### src/core/secl_pkg.sv
// Package of constants for the serial EEPROM configuration loader.
package secl_pkg;
    // ------------------------------------------------------------------
    // Register offsets
    // ------------------------------------------------------------------
    localparam logic [31:0] OFF_EPROM_EXT    = 32'h1ffa0028;
    localparam logic [31:0] OFF_SUBSYS_ID    = 32'h1ffa502c;
    localparam logic [31:0] OFF_LOCAL_WINDOW = 32'h1ffa0100;
    localparam logic [31:0] OFF_LOCAL_BUS    = 32'h1ffa0104;
    localparam logic [31:0] OFF_LOAD_STATUS  = 32'h1ffa0108;
    // ------------------------------------------------------------------
    // Reset values
    // ------------------------------------------------------------------
    localparam logic [31:0] RST_SUBSYS_ID    = 32'h00000000;
    localparam logic [5:0]  RST_EXT_FIELD    = 6'h00;
    localparam logic [5:0]  RST_BUS_BASE     = 6'h00;
    localparam logic [3:0]  RST_WINDOW_BASE  = 4'h0;
    // ------------------------------------------------------------------
    // Word addresses and configuration word layout
    // ------------------------------------------------------------------
    localparam logic [5:0]  WADDR_ID_LO      = 6'h00;
    localparam logic [5:0]  WADDR_ID_HI      = 6'h01;
    localparam logic [5:0]  WADDR_CONFIG     = 6'h02;
    localparam int          CFG_BUS_LSB      = 10;
    localparam int          CFG_EXT_LSB      = 4;
    localparam int          CFG_WIN_LSB      = 0;
    localparam int          BUS_REG_LSB      = 26;
    localparam int          WIN_REG_LSB      = 16;
    // ------------------------------------------------------------------
    // Serial protocol
    // ------------------------------------------------------------------
    localparam logic [2:0]  OPC_READ         = 3'b110;
    localparam int          CMD_BITS         = 9;
    localparam int          DATA_BITS        = 16;
    // Serial clock of 1 MHz: half period 500 ns.
    localparam int          HALF_PERIOD_NS   = 500;
    localparam int          CLK_PERIOD_NS    = 8;
    localparam int          HALF_CYCLES      = HALF_PERIOD_NS / CLK_PERIOD_NS;
endpackage : secl_pkg

### src/core/secl_sync.sv
// Two-flop synchroniser for an input pin.
`timescale 1ns/1ps
module secl_sync (
    // Clock and reset
    input  wire logic clock,
    input  wire logic reset,
    // Data
    input  wire logic din,
    output logic      dout
);
    logic stage_ff;
    logic dout_ff;
    logic nxt_stage;
    logic nxt_dout;

    always_comb begin
        nxt_stage = din;
        nxt_dout  = stage_ff;
    end

    always_ff @(posedge clock) begin
        if (reset) begin
            stage_ff <= 1'b0;
            dout_ff  <= 1'b0;
        end else begin
            stage_ff <= nxt_stage;
            dout_ff  <= nxt_dout;
        end
    end

    assign dout = dout_ff;
endmodule : secl_sync

### src/core/secl_loader.sv
// Serial EEPROM configuration loader with its register port.
//
// Chosen here: strobed register access.
`timescale 1ns/1ps
module secl_loader
    import secl_pkg::*;
#(
    parameter int HALF = HALF_CYCLES
) (
    // Clock and reset
    input  wire logic        clock,
    input  wire logic        reset,
    // Register port
    input  wire logic [31:0] reg_addr,
    input  wire logic [31:0] reg_wdata,
    input  wire logic        reg_write,
    input  wire logic        reg_read,
    output logic [31:0]      reg_rdata,
    // Serial memory pins
    output logic             mem_select,
    output logic             mem_clock,
    output logic             mem_dout,
    input  wire logic        mem_din,
    // Status
    output logic             load_busy,
    output logic             mem_present
);
    // ------------------------------------------------------------------
    // Pin input
    // ------------------------------------------------------------------
    logic din_sync;
    secl_sync u_sync (
        .clock (clock),
        .reset (reset),
        .din   (mem_din),
        .dout  (din_sync)
    );

    // ------------------------------------------------------------------
    // Serial sequencer
    // ------------------------------------------------------------------
    typedef enum logic [2:0] {ST_IDLE, ST_CMD, ST_START, ST_DATA, ST_GAP, ST_DONE} secl_state_t;

    secl_state_t  state_ff, nxt_state;
    logic [15:0]  div_ff, nxt_div;
    logic         phase_ff, nxt_phase;
    logic [4:0]   bit_ff, nxt_bit;
    logic [8:0]   cmd_ff, nxt_cmd;
    logic [15:0]  shift_ff, nxt_shift;
    logic [1:0]   word_ff, nxt_word;
    logic         sel_ff, nxt_sel;
    logic         sck_ff, nxt_sck;
    logic         present_ff, nxt_present;
    logic         absent_ff, nxt_absent;
    logic [31:0]  ident_ff, nxt_ident;
    logic [5:0]   ext_ff, nxt_ext;
    logic [5:0]   bus_ff, nxt_bus;
    logic [3:0]   win_ff, nxt_win;
    logic [31:0]  rdata_ff, nxt_rdata;
    logic         tick;
    logic [5:0]   word_addr;

    assign tick = (div_ff == 16'(HALF - 1));

    always_comb begin
        unique case (word_ff)
            2'd0:    word_addr = WADDR_ID_LO;
            2'd1:    word_addr = WADDR_ID_HI;
            default: word_addr = WADDR_CONFIG;
        endcase
    end

    always_comb begin
        nxt_state   = state_ff;
        nxt_div     = tick ? 16'h0000 : div_ff + 16'h0001;
        nxt_phase   = phase_ff;
        nxt_bit     = bit_ff;
        nxt_cmd     = cmd_ff;
        nxt_shift   = shift_ff;
        nxt_word    = word_ff;
        nxt_sel     = sel_ff;
        nxt_sck     = sck_ff;
        nxt_present = present_ff;
        nxt_absent  = absent_ff;
        nxt_ident   = ident_ff;
        nxt_ext     = ext_ff;
        nxt_bus     = bus_ff;
        nxt_win     = win_ff;
        if (tick) begin
            unique case (state_ff)
                ST_IDLE: begin
                    nxt_sel   = 1'b1;
                    nxt_cmd   = {OPC_READ, word_addr};
                    nxt_bit   = 5'(CMD_BITS - 1);
                    nxt_phase = 1'b0;
                    nxt_state = ST_CMD;
                end
                ST_CMD: begin
                    nxt_sck   = ~phase_ff;
                    nxt_phase = ~phase_ff;
                    if (phase_ff) begin
                        nxt_cmd = {cmd_ff[7:0], 1'b0};
                        if (bit_ff == 5'd0) begin
                            nxt_state = ST_START;
                        end else begin
                            nxt_bit = bit_ff - 5'd1;
                        end
                    end
                end
                ST_START: begin
                    // An attached memory drives a zero dummy bit after the address;
                    // a pulled-up floating line means the memory is missing.
                    if (din_sync) begin
                        nxt_absent = 1'b1;
                        nxt_sel    = 1'b0;
                        nxt_state  = ST_DONE;
                    end else begin
                        nxt_bit   = 5'(DATA_BITS - 1);
                        nxt_phase = 1'b0;
                        nxt_state = ST_DATA;
                    end
                end
                ST_DATA: begin
                    nxt_sck   = ~phase_ff;
                    nxt_phase = ~phase_ff;
                    if (phase_ff) begin
                        nxt_shift = {shift_ff[14:0], din_sync};
                        if (bit_ff == 5'd0) begin
                            nxt_state = ST_GAP;
                        end else begin
                            nxt_bit = bit_ff - 5'd1;
                        end
                    end
                end
                ST_GAP: begin
                    nxt_sel = 1'b0;
                    nxt_sck = 1'b0;
                    unique case (word_ff)
                        2'd0:    nxt_ident[15:0]  = shift_ff;
                        2'd1:    nxt_ident[31:16] = shift_ff;
                        default: begin
                            nxt_bus = shift_ff[CFG_BUS_LSB +: 6];
                            nxt_ext = shift_ff[CFG_EXT_LSB +: 6];
                            nxt_win = shift_ff[CFG_WIN_LSB +: 4];
                        end
                    endcase
                    if (word_ff == 2'd2) begin
                        nxt_present = 1'b1;
                        nxt_state   = ST_DONE;
                    end else begin
                        nxt_word  = word_ff + 2'd1;
                        nxt_state = ST_IDLE;
                    end
                end
                default: begin
                    nxt_state = ST_DONE;
                end
            endcase
        end
        // Software writes are taken only after loading, so they are never overwritten.
        if (reg_write && state_ff == ST_DONE) begin
            unique case (reg_addr)
                OFF_SUBSYS_ID:    nxt_ident = reg_wdata;
                OFF_EPROM_EXT:    nxt_ext  = reg_wdata[5:0];
                OFF_LOCAL_WINDOW: nxt_win  = reg_wdata[WIN_REG_LSB +: 4];
                OFF_LOCAL_BUS:    nxt_bus  = reg_wdata[BUS_REG_LSB +: 6];
                default:          nxt_ident = ident_ff;
            endcase
        end
        unique case (reg_addr)
            OFF_SUBSYS_ID:    nxt_rdata = ident_ff;
            OFF_EPROM_EXT:    nxt_rdata = {26'h0, ext_ff};
            OFF_LOCAL_WINDOW: nxt_rdata = {12'h0, win_ff, 16'h0};
            OFF_LOCAL_BUS:    nxt_rdata = {bus_ff, 26'h0};
            OFF_LOAD_STATUS:  nxt_rdata = {29'h0, absent_ff, present_ff,
                                           state_ff != ST_DONE};
            default:          nxt_rdata = 32'h00000000;
        endcase
        if (!reg_read) begin
            nxt_rdata = 32'h00000000;
        end
    end

    always_ff @(posedge clock) begin
        if (reset) begin
            state_ff   <= ST_IDLE;
            div_ff     <= 16'h0000;
            phase_ff   <= 1'b0;
            bit_ff     <= 5'd0;
            cmd_ff     <= 9'h000;
            shift_ff   <= 16'h0000;
            word_ff    <= 2'd0;
            sel_ff     <= 1'b0;
            sck_ff     <= 1'b0;
            present_ff <= 1'b0;
            absent_ff  <= 1'b0;
            ident_ff   <= RST_SUBSYS_ID;
            ext_ff     <= RST_EXT_FIELD;
            bus_ff     <= RST_BUS_BASE;
            win_ff     <= RST_WINDOW_BASE;
            rdata_ff   <= 32'h00000000;
        end else begin
            state_ff   <= nxt_state;
            div_ff     <= nxt_div;
            phase_ff   <= nxt_phase;
            bit_ff     <= nxt_bit;
            cmd_ff     <= nxt_cmd;
            shift_ff   <= nxt_shift;
            word_ff    <= nxt_word;
            sel_ff     <= nxt_sel;
            sck_ff     <= nxt_sck;
            present_ff <= nxt_present;
            absent_ff  <= nxt_absent;
            ident_ff   <= nxt_ident;
            ext_ff     <= nxt_ext;
            bus_ff     <= nxt_bus;
            win_ff     <= nxt_win;
            rdata_ff   <= nxt_rdata;
        end
    end

    // ------------------------------------------------------------------
    // Outputs
    // ------------------------------------------------------------------
    assign reg_rdata   = rdata_ff;
    assign mem_select  = sel_ff;
    assign mem_clock   = sck_ff;
    assign mem_dout    = sel_ff & cmd_ff[8];
    assign load_busy   = (state_ff != ST_DONE);
    assign mem_present = present_ff;
endmodule : secl_loader

### config.mk
export PLATFORM = sky130hd
export DESIGN_NAME = secl_loader
export DESIGN_NICKNAME = d
export VERILOG_FILES = /design/src/core/secl_pkg.sv /design/src/core/secl_sync.sv /design/src/core/secl_loader.sv
export SDC_FILE = /design/constraint.sdc
export NUM_CORES = 1
export LEC_CHECK = 0
export ABC_AREA = 1
export BUFFER_PORTS_ARGS = -buffer_cell sky130_fd_sc_hd__buf_2
export CORE_MARGIN = 5
export CORE_UTILIZATION = 30
export CTS_BUF_LIST = sky130_fd_sc_hd__clkbuf_2
export DETAILED_ROUTE_END_ITERATION = 8
export PLACE_DENSITY = 0.54
export SLEW_MARGIN = 10
export SYNTH_ARGS = -nofsm -noshare
export SYNTH_HDL_FRONTEND = slang
export SYNTH_HIERARCHICAL = 1
export SYNTH_SLANG_ARGS = --single-unit
### constraint.sdc
create_clock -name clock -period 3.7 [get_ports clock]
set_clock_uncertainty 0.15 [all_clocks]
set_input_delay 0.185 -clock clock [delete_from_list [all_inputs] [get_ports clock]]
set_output_delay 0.185 -clock clock [all_outputs]
set_load 0.01 [all_outputs]
==> results of run 1 <==
## worst paths after layout
check | endpoint | start | cells after the start | slack [ns]
worst min register to register | u_sync/dout$_SDFF_PP0_ | u_sync/nxt_dout$_SDFF_PP0_ | 2 | 0.27
worst min-delay path | reg_rdata[1]$_SDFF_PP0_ | reg_addr[7] | 8 | 0.04
worst max register to register | ext_ff[5]$_SDFF_PP0_ | state_ff[1]$_SDFFE_PP0P_ | 8 | 0.68
worst max-delay path | reg_rdata[18]$_SDFF_PP0_ | reg_addr[4] | 13 | 0.38
## through the flow
step,power (mW),util,worst slack (ns),hold slack (ns)
2_1_floorplan,1.57,-,1.79,0.106
3_3_place_gp,1.63,0.332,1.16,0.244
3_5_place_dp,1.63,0.332,1.13,0.249
4_1_cts,2.49,0.369,0.429,0.00424
5_1_grt,2.58,0.369,0.242,0.0444
6_report,2.47,0.369,0.376,0.0359
## cell type report
class,count,area share
multi-input combinational,918,0.448
sequential,138,0.289
timing repair buffer,198,0.148
inverter,130,0.0510
tap,335,0.0438
clock inverter,13,0.0112
clock buffer,17,0.00889
antenna,1,0.000261
## repair_timing
action	4_1_cts	5_1_grt
gates resized for setup	0	0
hold buffers	75	1
endpoints found under the hold margin	89	4
## synthesized netlist by cell type, types with 3 or more instances
master / instances / area, sq um
sky130_fd_sc_hd__a211oi_1: 9 / 67.6
sky130_fd_sc_hd__xnor2_1: 4 / 35.0
sky130_fd_sc_hd__xor2_1: 3 / 26.3
sky130_fd_sc_hd__nand4_1: 89 / 557
sky130_fd_sc_hd__inv_1: 127 / 477
sky130_fd_sc_hd__nand2_1: 257 / 965
sky130_fd_sc_hd__nand3_1: 99 / 495
sky130_fd_sc_hd__buf_1: 4 / 15.0
sky130_fd_sc_hd__nor2_2: 3 / 18.8
sky130_fd_sc_hd__o21ai_0: 89 / 445
sky130_fd_sc_hd__dfxtp_1: 138 / 2760
sky130_fd_sc_hd__clkbuf_1: 48 / 180
sky130_fd_sc_hd__buf_2: 23 / 115
sky130_fd_sc_hd__a31oi_1: 3 / 18.8
sky130_fd_sc_hd__a21oi_1: 73 / 365
sky130_fd_sc_hd__nor2_1: 236 / 886
sky130_fd_sc_hd__nor3_1: 25 / 125
sky130_fd_sc_hd__ha_1: 8 / 100
sky130_fd_sc_hd__o22ai_1: 3 / 18.8
## worst register-to-register path: stages (launching register included)
cell and delay, ns:
sky130_fd_sc_hd__dfxtp_1 0.43, sky130_fd_sc_hd__inv_1 0.17, sky130_fd_sc_hd__nand4_1 0.24, sky130_fd_sc_hd__inv_2 0.61
sky130_fd_sc_hd__nand2_1 0.45, sky130_fd_sc_hd__nand3_1 0.20, sky130_fd_sc_hd__nand2_1 0.06, sky130_fd_sc_hd__nor2_1 0.09
sky130_fd_sc_hd__dlygate4sd3_1 0.54
## registers in the layout (all words and copies together) (netlist names)
register	cells
u_sync/nxt_dout	1
shift_ff	16
mem_present	1
ident_ff	32
win_ff	4
phase_ff	1
ext_ff	6
word_ff	2
div_ff	16
u_sync/dout	1
mem_select	1
bit_ff	5
mem_clock	1
reg_rdata	32
state_ff	3
cmd_ff	9
absent_ff	1
bus_ff	6
## power groups by stage
stage	clock network [mW]	registers (mW)	logic, mW
6_report	0.829	1.50	0.148
5_1_grt	0.920	1.50	0.164
4_1_cts	0.850	1.50	0.147
3_5_place_dp	0	1.52	0.107
3_3_place_gp	0	1.52	0.107
2_1_floorplan	0	1.52	0.0439
## cell families (layout without fill, tap and decap cells)
logic type	count (synthesis)	count (layout)
simple gates	719	719
buf+inv	207	358
compound gates	184	184
flops	138	138
fa+ha+maj	8	8
xor+xnor	7	7
other cells	0	1
## metal layers
layer	track usage	vias up
met5	0	-
met4	0.0444	0
met3	0.0310	30
met2	0.305	207
met1	0.227	3941
li1	-	4406
==> flow_summary.ini, run 1 <==
[power]
worst_ir_drop_on_vdd_mv = 0.132
power.share.sequential = 0.605
clock_power_share = 0.335
internal-power_mw = 1.79
leakage_nw = 3.84
part_of_the_total_power_dissipated_in_combinational_logic = 0.060
power.share.switching = 0.275
power_density_mw_per_mm2 = 258
power.switching_uw = 680

[drt]
drt_first_iter_violations = 620
drt_first_pass_iters = 7
routed_wirelength_mm = 26.0
wl_met1_mm = 11.9
detailroute.wirelength.met3_mm = 1.30
wl_met2_mm = 12.5
drcViolationCount = 0
via_count = 8584
detail-route-antenna-nets = 0
post_drt_wl_per_cell_um = 14.9
highest-signal-layer = met4
vias_per_cell = 4.91

[placement]
dp_hpwl_mm = 16.7
port-buffer-count = 105
placed_cell_area_sq_mm = 0.00861
gp_congestion = 0.831
numPlacedInstances = 1643

[grt]
via_count_of_the_first_global_routing_pass = 8257
antenna_violations_before_repair = 1
wire_length_of_the_first_global_routing_pass_mm = 41.8
grt_max_degree = 63
gr-usage-all-layers = 0.176
global_route.overflow_total = 0

[final_layout]
fillers = 2807
regArea_sq_mm = 0.00276
final_nets = 1480
drive_above_1_share = 0.119
final_cell_mix = 257 x sky130_fd_sc_hd__nand2_1, 233 x sky130_fd_sc_hd__nor2_1, 138 x sky130_fd_sc_hd__dfxtp_1
final_cell_area_sq_mm = 0.00957
final-instance-count-excl-fill = 1750
layout_commonest_cell = sky130_fd_sc_hd__nand2_1
multiInputGateArea_sq_mm = 0.00429
area.growth.synth_to_final_pct = 21.9

[sta]
rsz_0062_raised_after_global_routing = false
timing.final.crit_share = 0.898
finalSetupTns_ns = 0
relSlewSlack = 0.365
finalSetupViolations = 0
worst_pin_slew_ns = 0.951
finalHoldViolations = 0
final_max_slew_viol_count = 0
time_the_final_worst_path_needs_with_i_o_delays_and_setup_ns = 3.32
achievable-frequency_mhz = 301

[worst_setup_path]
setup.worst_path.class = input pin to flop
critical_path_peak_fanout = 31
cpLargestDelayFamily = buffers and inverters
timing.critical_path.to_type = flop
cpMostUsedCell = sky130_fd_sc_hd__dlygate4sd3_1
crit_path_start_kind = input pin
cpMaxStageDelayCell = sky130_fd_sc_hd__o21bai_2
worst-path-buf-inv = 5
critPathMaxStageDelay_ns = 0.70
critical_path.cell_chain = dlygate4sd3_1, buf_2, nor2_1, dlygate4sd3_1, nand2_1, dlygate4sd3_1, nor2_2, inv_1, nor2_4, nand2_2, nand2_1, o21bai_2, a21oi_1
worst_ep_arrival_time_ns = 3.77
critPathRequiredTime_ns = 4.14

[yosys]
synth-simple-area-share = 0.400
largest_family_of_logic_cells_by_synthesized_area = simple AND/OR/NAND/NOR gates
synth-seq-area-share = 0.352
synth.cell_area_sq_mm = 0.00785
syn-num-nets = 1340
syn-mean-instance-area_sq_um = 6.22
synthCells = 1263
yosys.area_share.xor_xnor = 0.00781
synthMuxAreaShare = 0
synth_ff_type = sky130_fd_sc_hd__dfxtp_1
synth_fa_ha_area_frac = 0.0127
synth-warning-count = 6
postSynthRegisterBits = 138
proportion_of_synthesized_flip_flops_having_asynchronous_set_or_reset = 0
area_fraction_in_compound_gates_after_synthesis = 0.124
post_synth_edffs = 0
synthDistinctLibCells = 35

[floorplan]
floorplan.die.height_um = 172
row_count = 59
fp.coreArea_sq_mm = 0.0259
io_pins = 106
die_x_um = 172
starting_density_of_the_core = 0.303
design.die.area_sq_mm = 0.0295

[outcome]
run_status = completed

[job]
max_cap_viol_count = 0

[clock_network]
worst_skew_pair.late_latency_ns = 0.75
clock_tree_from_tritoncts = yes
sink_count_of_the_clock_tree = 138
post-cts-setup-buffers = 0
clock_path_buffers = 2
tritoncts.num_buffers = 17
cts_root_buf = sky130_fd_sc_hd__clkbuf_2
htree_levels = 4
clk_transition_reported_paths_ns = 0.22

[hold_path]
worst_hold_path_type = input pin to flop
Note: power is estimated with default switching activity, not from simulation.
==> run 2: changes to the inputs <==
--- a/config.mk
+++ b/config.mk
@@ -7,7 +7,6 @@
 export LEC_CHECK = 0
 export ABC_AREA = 1
 export BUFFER_PORTS_ARGS = -buffer_cell sky130_fd_sc_hd__buf_2
-export CORE_MARGIN = 5
 export CORE_UTILIZATION = 30
 export CTS_BUF_LIST = sky130_fd_sc_hd__clkbuf_2
 export DETAILED_ROUTE_END_ITERATION = 8
==> run 2 against run 1 <==
  * Clock power up 7.2%
  * Critical path depth stayed put
  * Setup slack got worse by 0.23 ns
  * Non-clock buffer count grew 3
  * Global-route usage rose by 1.5 points
  * Critical endpoint is now reg_rdata[19]$_SDFF_PP0_
  * Critical path type unchanged
  * Sequential cell count is the same
  * Combinational power is essentially flat
  * Total power grew 2.4%
  * Cell count did not move
  * First-iteration DRC count down 4.4%
==> flow_summary.ini, run 2 (synthesized netlist as in run 1, its figures left out) <==
[grt]
via_count_of_the_first_global_routing_pass = 8017
antenna_violations_before_repair = 2
wire_length_of_the_first_global_routing_pass_mm = 40.8
global_route.overflow_total = 0
gr-usage-all-layers = 0.190
grt_max_degree = 65

[sta]
relSlewSlack = 0.475
timing.final.crit_share = 0.961
finalHoldViolations = 0
rsz_0062_raised_after_global_routing = false
final_max_slew_viol_count = 0
finalSetupViolations = 0
finalSetupTns_ns = 0
achievable-frequency_mhz = 281
worst_pin_slew_ns = 0.786
timing.final.ws_setup_ns = 0.143
time_the_final_worst_path_needs_with_i_o_delays_and_setup_ns = 3.56

[clock_network]
worst_skew_pair.late_latency_ns = 0.71
sink_count_of_the_clock_tree = 138
tritoncts.num_buffers = 17
clock_tree_from_tritoncts = yes
clock_path_buffers = 2
htree_levels = 4
clk_transition_reported_paths_ns = 0.23
cts_root_buf = sky130_fd_sc_hd__clkbuf_2

[power]
power.share.sequential = 0.591
power_density_mw_per_mm2 = 263
power.total_mw = 2.53
part_of_the_total_power_dissipated_in_combinational_logic = 0.058
internal-power_mw = 1.86
leakage_nw = 3.87
worst_ir_drop_on_vdd_mv = 0.142
power.share.switching = 0.264
clock_power_share = 0.351
power.switching_uw = 669

[floorplan]
fp.coreArea_sq_mm = 0.0254
floorplan.die.height_um = 164
io_pins = 106
row_count = 58
die_x_um = 164
design.die.area_sq_mm = 0.0268
starting_density_of_the_core = 0.309

[worst_setup_path]
setup.worst_path.class = input pin to flop
timing.critical_path.to_type = flop
crit_path_start_kind = input pin
worst_ep_arrival_time_ns = 4.00
ff2ff_setup_slack_ns = 0.59
critical_path_peak_fanout = 52
r2r-start = div_ff[0]$_SDFF_PP0_
worst_r2r_endpoint = win_ff[3]$_SDFF_PP0_
critPathRequiredTime_ns = 4.14
r2r_cells = 11

[drt]
drcViolationCount = 0
vias_per_cell = 4.94
detail-route-antenna-nets = 0
via_count = 8637
routed_wirelength_mm = 24.9
post_drt_wl_per_cell_um = 14.3
drt_first_iter_violations = 593
drt_first_pass_iters = 5

[final_layout]
layout_commonest_cell = sky130_fd_sc_hd__nand2_1
final_nets = 1484
final_cell_mix = 257 x sky130_fd_sc_hd__nand2_1, 233 x sky130_fd_sc_hd__nor2_1, 138 x sky130_fd_sc_hd__dfxtp_1
area.growth.synth_to_final_pct = 22.6
final-instance-count-excl-fill = 1750
final_util = 0.379
fillers = 2780
drive_above_1_share = 0.118

[placement]
port-buffer-count = 105
dp_hpwl_mm = 16.0
numPlacedInstances = 1638
gp_congestion = 0.819
preCtsSetupSlack_ns = 0.978

[hold_path]
worst_hold_path_type = input pin to flop
hold_path.startpoint = reg_addr[15]
endpoint_worst_hold = reg_rdata[0]$_SDFF_PP0_
worstHoldPathCells = 8

[outcome]
run_status = completed

[job]
max_cap_viol_count = 0
==> run 2: cell count changes in the layout (fill, tap and decap cells not counted) <==
cell,before,now
sky130_fd_sc_hd__dlygate4sd3_1,76,79
sky130_fd_sc_hd__clkinv_1,2,4
sky130_fd_sc_hd__clkinv_2,4,2
sky130_fd_sc_hd__clkinvlp_4,6,4
sky130_fd_sc_hd__inv_6,0,2
sky130_fd_sc_hd__bufinv_16,1,2
sky130_fd_sc_hd__clkinv_4,1,0
sky130_fd_sc_hd__diode_2,1,2
sky130_fd_sc_hd__nor2_4,4,5
sky130_fd_sc_hd__nor2b_1,1,0
sky130_fd_sc_hd__nor2b_2,0,1
==> run 2: per-stage QoR <==
| step | instance area, sq um | hold slack (ns) |
|---|---|---|
| 2_1_floorplan | 7850 | 0.106 |
| 3_3_place_gp | 8610 | 0.243 |
| 3_5_place_dp | 8610 | 0.246 |
| 4_1_cts | 9610 | 0.0251 |
| 5_1_grt | 9630 | 0.0632 |
| 6_report | 9630 | 0.0956 |
==> run 2: power groups by stage <==
stage	sequential (mW)	clock (mW)	combinational, mW
after CTS	1.50	0.923	0.148
final	1.50	0.889	0.148
after floorplan	1.52	0	0.0439
after global routing	1.50	0.986	0.165
after global placement	1.52	0	0.104
after detailed placement	1.52	0	0.105
==> run 2: layout make-up <==
cell class | count | area [sq um] | area share
timing repair buffer | 201 | 1440 | 0.150
sequential | 138 | 2760 | 0.287
clock buffer | 17 | 85.1 | 0.00883
inverter | 130 | 488 | 0.0507
antenna | 2 | 5.00 | 0.000520
multi-input combinational | 919 | 4310 | 0.447
clock inverter | 13 | 129 | 0.0134
tap | 330 | 413 | 0.0429
==> run 2: critical path, stage by stage <==
cell                            delay [ns]
sky130_fd_sc_hd__dlygate4sd3_1        0.53
sky130_fd_sc_hd__buf_2                0.12
sky130_fd_sc_hd__nor2_1               0.04
sky130_fd_sc_hd__dlygate4sd3_1        0.55
sky130_fd_sc_hd__nand3_1              0.08
sky130_fd_sc_hd__dlygate4sd3_1        0.60
sky130_fd_sc_hd__nor2_4               0.04
sky130_fd_sc_hd__buf_4                0.26
sky130_fd_sc_hd__nand2_2              0.12
sky130_fd_sc_hd__buf_4                0.49
sky130_fd_sc_hd__nand2_1              0.14
sky130_fd_sc_hd__o21bai_2             0.66
sky130_fd_sc_hd__a21oi_1              0.16
==> run 2: layer usage <==
| metal | global-route usage | wire, um |
|---|---|---|
| met1 | 0.249 | 11600 |
| met2 | 0.318 | 11700 |
| met3 | 0.0293 | 1210 |
| met4 | 0.0627 | 473 |
| met5 | 0 | 0 |
==> run 2: worst max-delay path by stage <==
| stage | slack (ns) | end | start | cells after the start |
|---|---|---|---|---|
| final | 0.14 | reg_rdata[19]$_SDFF_PP0_ | reg_addr[30] | 13 |
| after global routing | 0.04 | reg_rdata[1]$_SDFF_PP0_ | reg_addr[4] | 13 |
| after CTS | 0.09 | ident_ff[28]$_SDFFE_PP0P_ | reg_addr[30] | 13 |
| after detailed placement | 0.98 | reg_rdata[19]$_SDFF_PP0_ | reg_addr[28] | 11 |
| after global placement | 0.98 | reg_rdata[19]$_SDFF_PP0_ | reg_addr[25] | 11 |
| after floorplan | 1.79 | ext_ff[2]$_SDFF_PP0_ | div_ff[0]$_SDFF_PP0_ | 11 |
==> run 2: what timing repair did <==
item / in CTS / in global routing
hold buffers: 79 / 0
setup endpoints to repair: 0 / 31
endpoints found under the hold margin: 98 / 0
setup buffers: 0 / 0
resized for setup: 0 / 2
==> run 3: changes to the inputs <==
--- a/config.mk
+++ b/config.mk
@@ -14,5 +14,4 @@
 export SLEW_MARGIN = 10
 export SYNTH_ARGS = -nofsm -noshare
 export SYNTH_HDL_FRONTEND = slang
-export SYNTH_HIERARCHICAL = 1
 export SYNTH_SLANG_ARGS = --single-unit
==> run 3 against run 2 <==
  * The run now ends with DRC left
  * Setup slack got worse by 0.094 ns
  * Die area rose by 2.0%
  * Clock-buffer cell count stayed put
  * Critical endpoint is now ident_ff[9]$_SDFFE_PP0P_
  * Largest cell class unchanged
==> flow_summary.ini, run 3 <==
[outcome]
run_status = complete, but fails checks
failed_checks = DRC

[yosys]
synth-seq-area-share = 0.345
synth_fa_ha_area_frac = 0.0125
area_fraction_in_compound_gates_after_synthesis = 0.136
synth-simple-area-share = 0.369
syn-num-nets = 1354
synth.most_common_cell = sky130_fd_sc_hd__nand2_1
proportion_of_synthesized_flip_flops_having_asynchronous_set_or_reset = 0
synth.cell_area_sq_mm = 0.00801
synth_ff_type = sky130_fd_sc_hd__dfxtp_1
synthMuxAreaShare = 0
synth-warning-count = 0
synthDistinctLibCells = 37
netlist.area_leader.share = 0.345
largest_family_of_logic_cells_by_synthesized_area = simple AND/OR/NAND/NOR gates
syn-mean-instance-area_sq_um = 6.27
netlist_top_cells_area = sky130_fd_sc_hd__dfxtp_1 34%, sky130_fd_sc_hd__nand2_1 12%, sky130_fd_sc_hd__nor2_1 9.8%, sky130_fd_sc_hd__inv_1 8.1%, sky130_fd_sc_hd__nand4_1 6.0%
post_synth_edffs = 0
post_synth_most_frequent_cells = 254 x sky130_fd_sc_hd__nand2_1, 210 x sky130_fd_sc_hd__nor2_1, 172 x sky130_fd_sc_hd__inv_1
postSynthRegisterBits = 138
synth_top_cell_by_area = sky130_fd_sc_hd__dfxtp_1
yosys.area_share.xor_xnor = 0.00656
synthCells = 1277

[drt]
post_drt_wl_per_cell_um = 14.3
drt_first_iter_violations = 520
routed_wirelength_mm = 25.1
via_count = 8471
drcViolationCount = 8
detail-route-antenna-nets = 0
vias_per_cell = 4.82
drt_first_pass_iters = 7

[floorplan]
design.die.area_sq_mm = 0.0274
starting_density_of_the_core = 0.307
row_count = 59
die_x_um = 165
io_pins = 106
floorplan.die.height_um = 165
fp.coreArea_sq_mm = 0.0261

[sta]
fin_worst_hold_slack_ns = 0.0954
worst_pin_slew_ns = 0.953
relSlewSlack = 0.363
achievable-frequency_mhz = 274
finalHoldViolations = 0
timing.final.crit_share = 0.987
rsz_0062_raised_after_global_routing = false
finalSetupTns_ns = 0
final_max_slew_viol_count = 0
timing.final.ws_setup_ns = 0.0489
finalSetupViolations = 0
time_the_final_worst_path_needs_with_i_o_delays_and_setup_ns = 3.65

[grt]
grt_max_degree = 71
gr-usage-all-layers = 0.189
global_route.usage.met2 = 0.317
antenna_violations_before_repair = 1
gr-usage-met1 = 0.245
via_count_of_the_first_global_routing_pass = 7925
wire_length_of_the_first_global_routing_pass_mm = 40.6
global_route.overflow_total = 0
gr-usage-met3 = 0.0345
grt_busiest_layer = met2

[clock_network]
worst_skew_pair.late_latency_ns = 0.71
tritoncts.num_buffers = 17
clk_transition_reported_paths_ns = 0.24
cts_root_buf = sky130_fd_sc_hd__clkbuf_2
clock_tree_from_tritoncts = yes
htree_levels = 4
clock_path_buffers = 2
cts.repair.resized = 0
sink_count_of_the_clock_tree = 138

[worst_setup_path]
setup.worst_path.class = input pin to flop
critical_path.endpoint = ident_ff[9]$_SDFFE_PP0P_
critical_path_peak_fanout = 32
critPathRequiredTime_ns = 4.22
r2r-start = div_ff[0]$_SDFF_PP0_
timing.critical_path.to_type = flop
crit_path_start_kind = input pin
worst_r2r_endpoint = ident_ff[9]$_SDFFE_PP0P_
worst_setup_path_startpoint = reg_addr[30]
r2r_cells = 12
ff2ff_setup_slack_ns = 0.64
worst_ep_arrival_time_ns = 4.18

[placement]
dp_hpwl_mm = 17.1
placed_cell_area_sq_mm = 0.00872
preCtsSetupSlack_ns = 1.15
gp_congestion = 0.855
numPlacedInstances = 1660
port-buffer-count = 105

[final_layout]
final_cell_area_sq_mm = 0.00965
fillers = 2961
area.growth.synth_to_final_pct = 20.4
final_util = 0.369
final_cell_mix = 253 x sky130_fd_sc_hd__nand2_1, 208 x sky130_fd_sc_hd__nor2_1, 172 x sky130_fd_sc_hd__inv_1
layout_commonest_cell = sky130_fd_sc_hd__nand2_1
drive_above_1_share = 0.127
final_nets = 1485
final-instance-count-excl-fill = 1758

[power]
leakage_nw = 3.77
power_density_mw_per_mm2 = 279
worst_ir_drop_on_vdd_mv = 0.174
power.total_mw = 2.69

[job]
max_cap_viol_count = 0

[hold_path]
worst_hold_path_type = input pin to flop
==> run 3: cell types whose count changed after synthesis, moves of 12 or more <==
cell	previous run	this run
sky130_fd_sc_hd__nand4_1	89	77
sky130_fd_sc_hd__o21ai_0	89	56
sky130_fd_sc_hd__inv_1	127	172
sky130_fd_sc_hd__o21ai_1	0	25
sky130_fd_sc_hd__nor2_1	236	210
sky130_fd_sc_hd__o22ai_1	3	16
sky130_fd_sc_hd__clkbuf_1	48	31
==> run 3: layout make-up <==
type                    instances  area (sq um)  share of cell area
inverters                     179           672              0.0696
well taps                     335           419              0.0434
clock inverters                15           195              0.0202
multi-input cells             887          4210               0.436
repair buffers                185          1300               0.135
diodes                          2          5.00            0.000519
flip-flops and latches        138          2760               0.286
clock buffers                  17          85.1             0.00882
==> run 3: cells by family (layout without fill, tap and decap cells) <==
group / after synthesis / count (layout)
AO/OA/AOI/OAI: 199 / 199
XOR/XNOR: 6 / 6
AND/OR/NAND/NOR: 674 / 674
flip-flops: 138 / 138
other: 0 / 2
buffers and inverters: 252 / 396
adder cells (fa/ha/maj): 8 / 8
==> run 3: metal layers <==
layer,vias to the layer above,wire length (um)
li1,4394,-
met1,3844,11500
met2,196,11900
met3,37,1160
met4,0,527
met5,-,0
==> run 3: worst min-delay path by stage <==
stage,from,endpoint,slack [ns],cells after the start
6_report,reg_addr[14],ext_ff[4]$_SDFF_PP0_,0.1,7
3_3_place_gp,mem_din,u_sync.nxt_dout$_SDFF_PP0_,0.23,3
5_1_grt,reg_addr[8],win_ff[1]$_SDFF_PP0_,0.04,7
3_5_place_dp,mem_din,u_sync.nxt_dout$_SDFF_PP0_,0.24,3
2_1_floorplan,mem_din,u_sync.nxt_dout$_SDFF_PP0_,0.14,2
4_1_cts,reg_addr[17],ident_ff[12]$_SDFFE_PP0P_,0.01,9
==> run 3: power by group <==
part           internal (mW)  switching (mW)
sequential              1.49         0.00302
combinational         0.0690          0.0719
clock                  0.445           0.610
==> run 3: what timing repair did <==
action                                  in CTS  in global routing
hold buffers                                59                  0
endpoints found under the setup margin       0                  9
hold endpoints to repair                    76                  0
setup buffers                                0                  5
==> run 3: worst max-delay path, cell delays in order <==
cell and delay (ns):
sky130_fd_sc_hd__dlygate4sd3_1 0.54, sky130_fd_sc_hd__buf_2 0.12, sky130_fd_sc_hd__nor2_1 0.03, sky130_fd_sc_hd__dlygate4sd3_1 0.54, sky130_fd_sc_hd__nand3_1 0.08, sky130_fd_sc_hd__dlygate4sd3_1 0.59, sky130_fd_sc_hd__nor2_4 0.07, sky130_fd_sc_hd__buf_4 0.22
sky130_fd_sc_hd__inv_1 0.08, sky130_fd_sc_hd__nor2_1 0.06, sky130_fd_sc_hd__nor2_4 0.74, sky130_fd_sc_hd__nand4_1 0.17, sky130_fd_sc_hd__a21oi_1 0.18, sky130_fd_sc_hd__dlygate4sd3_1 0.56
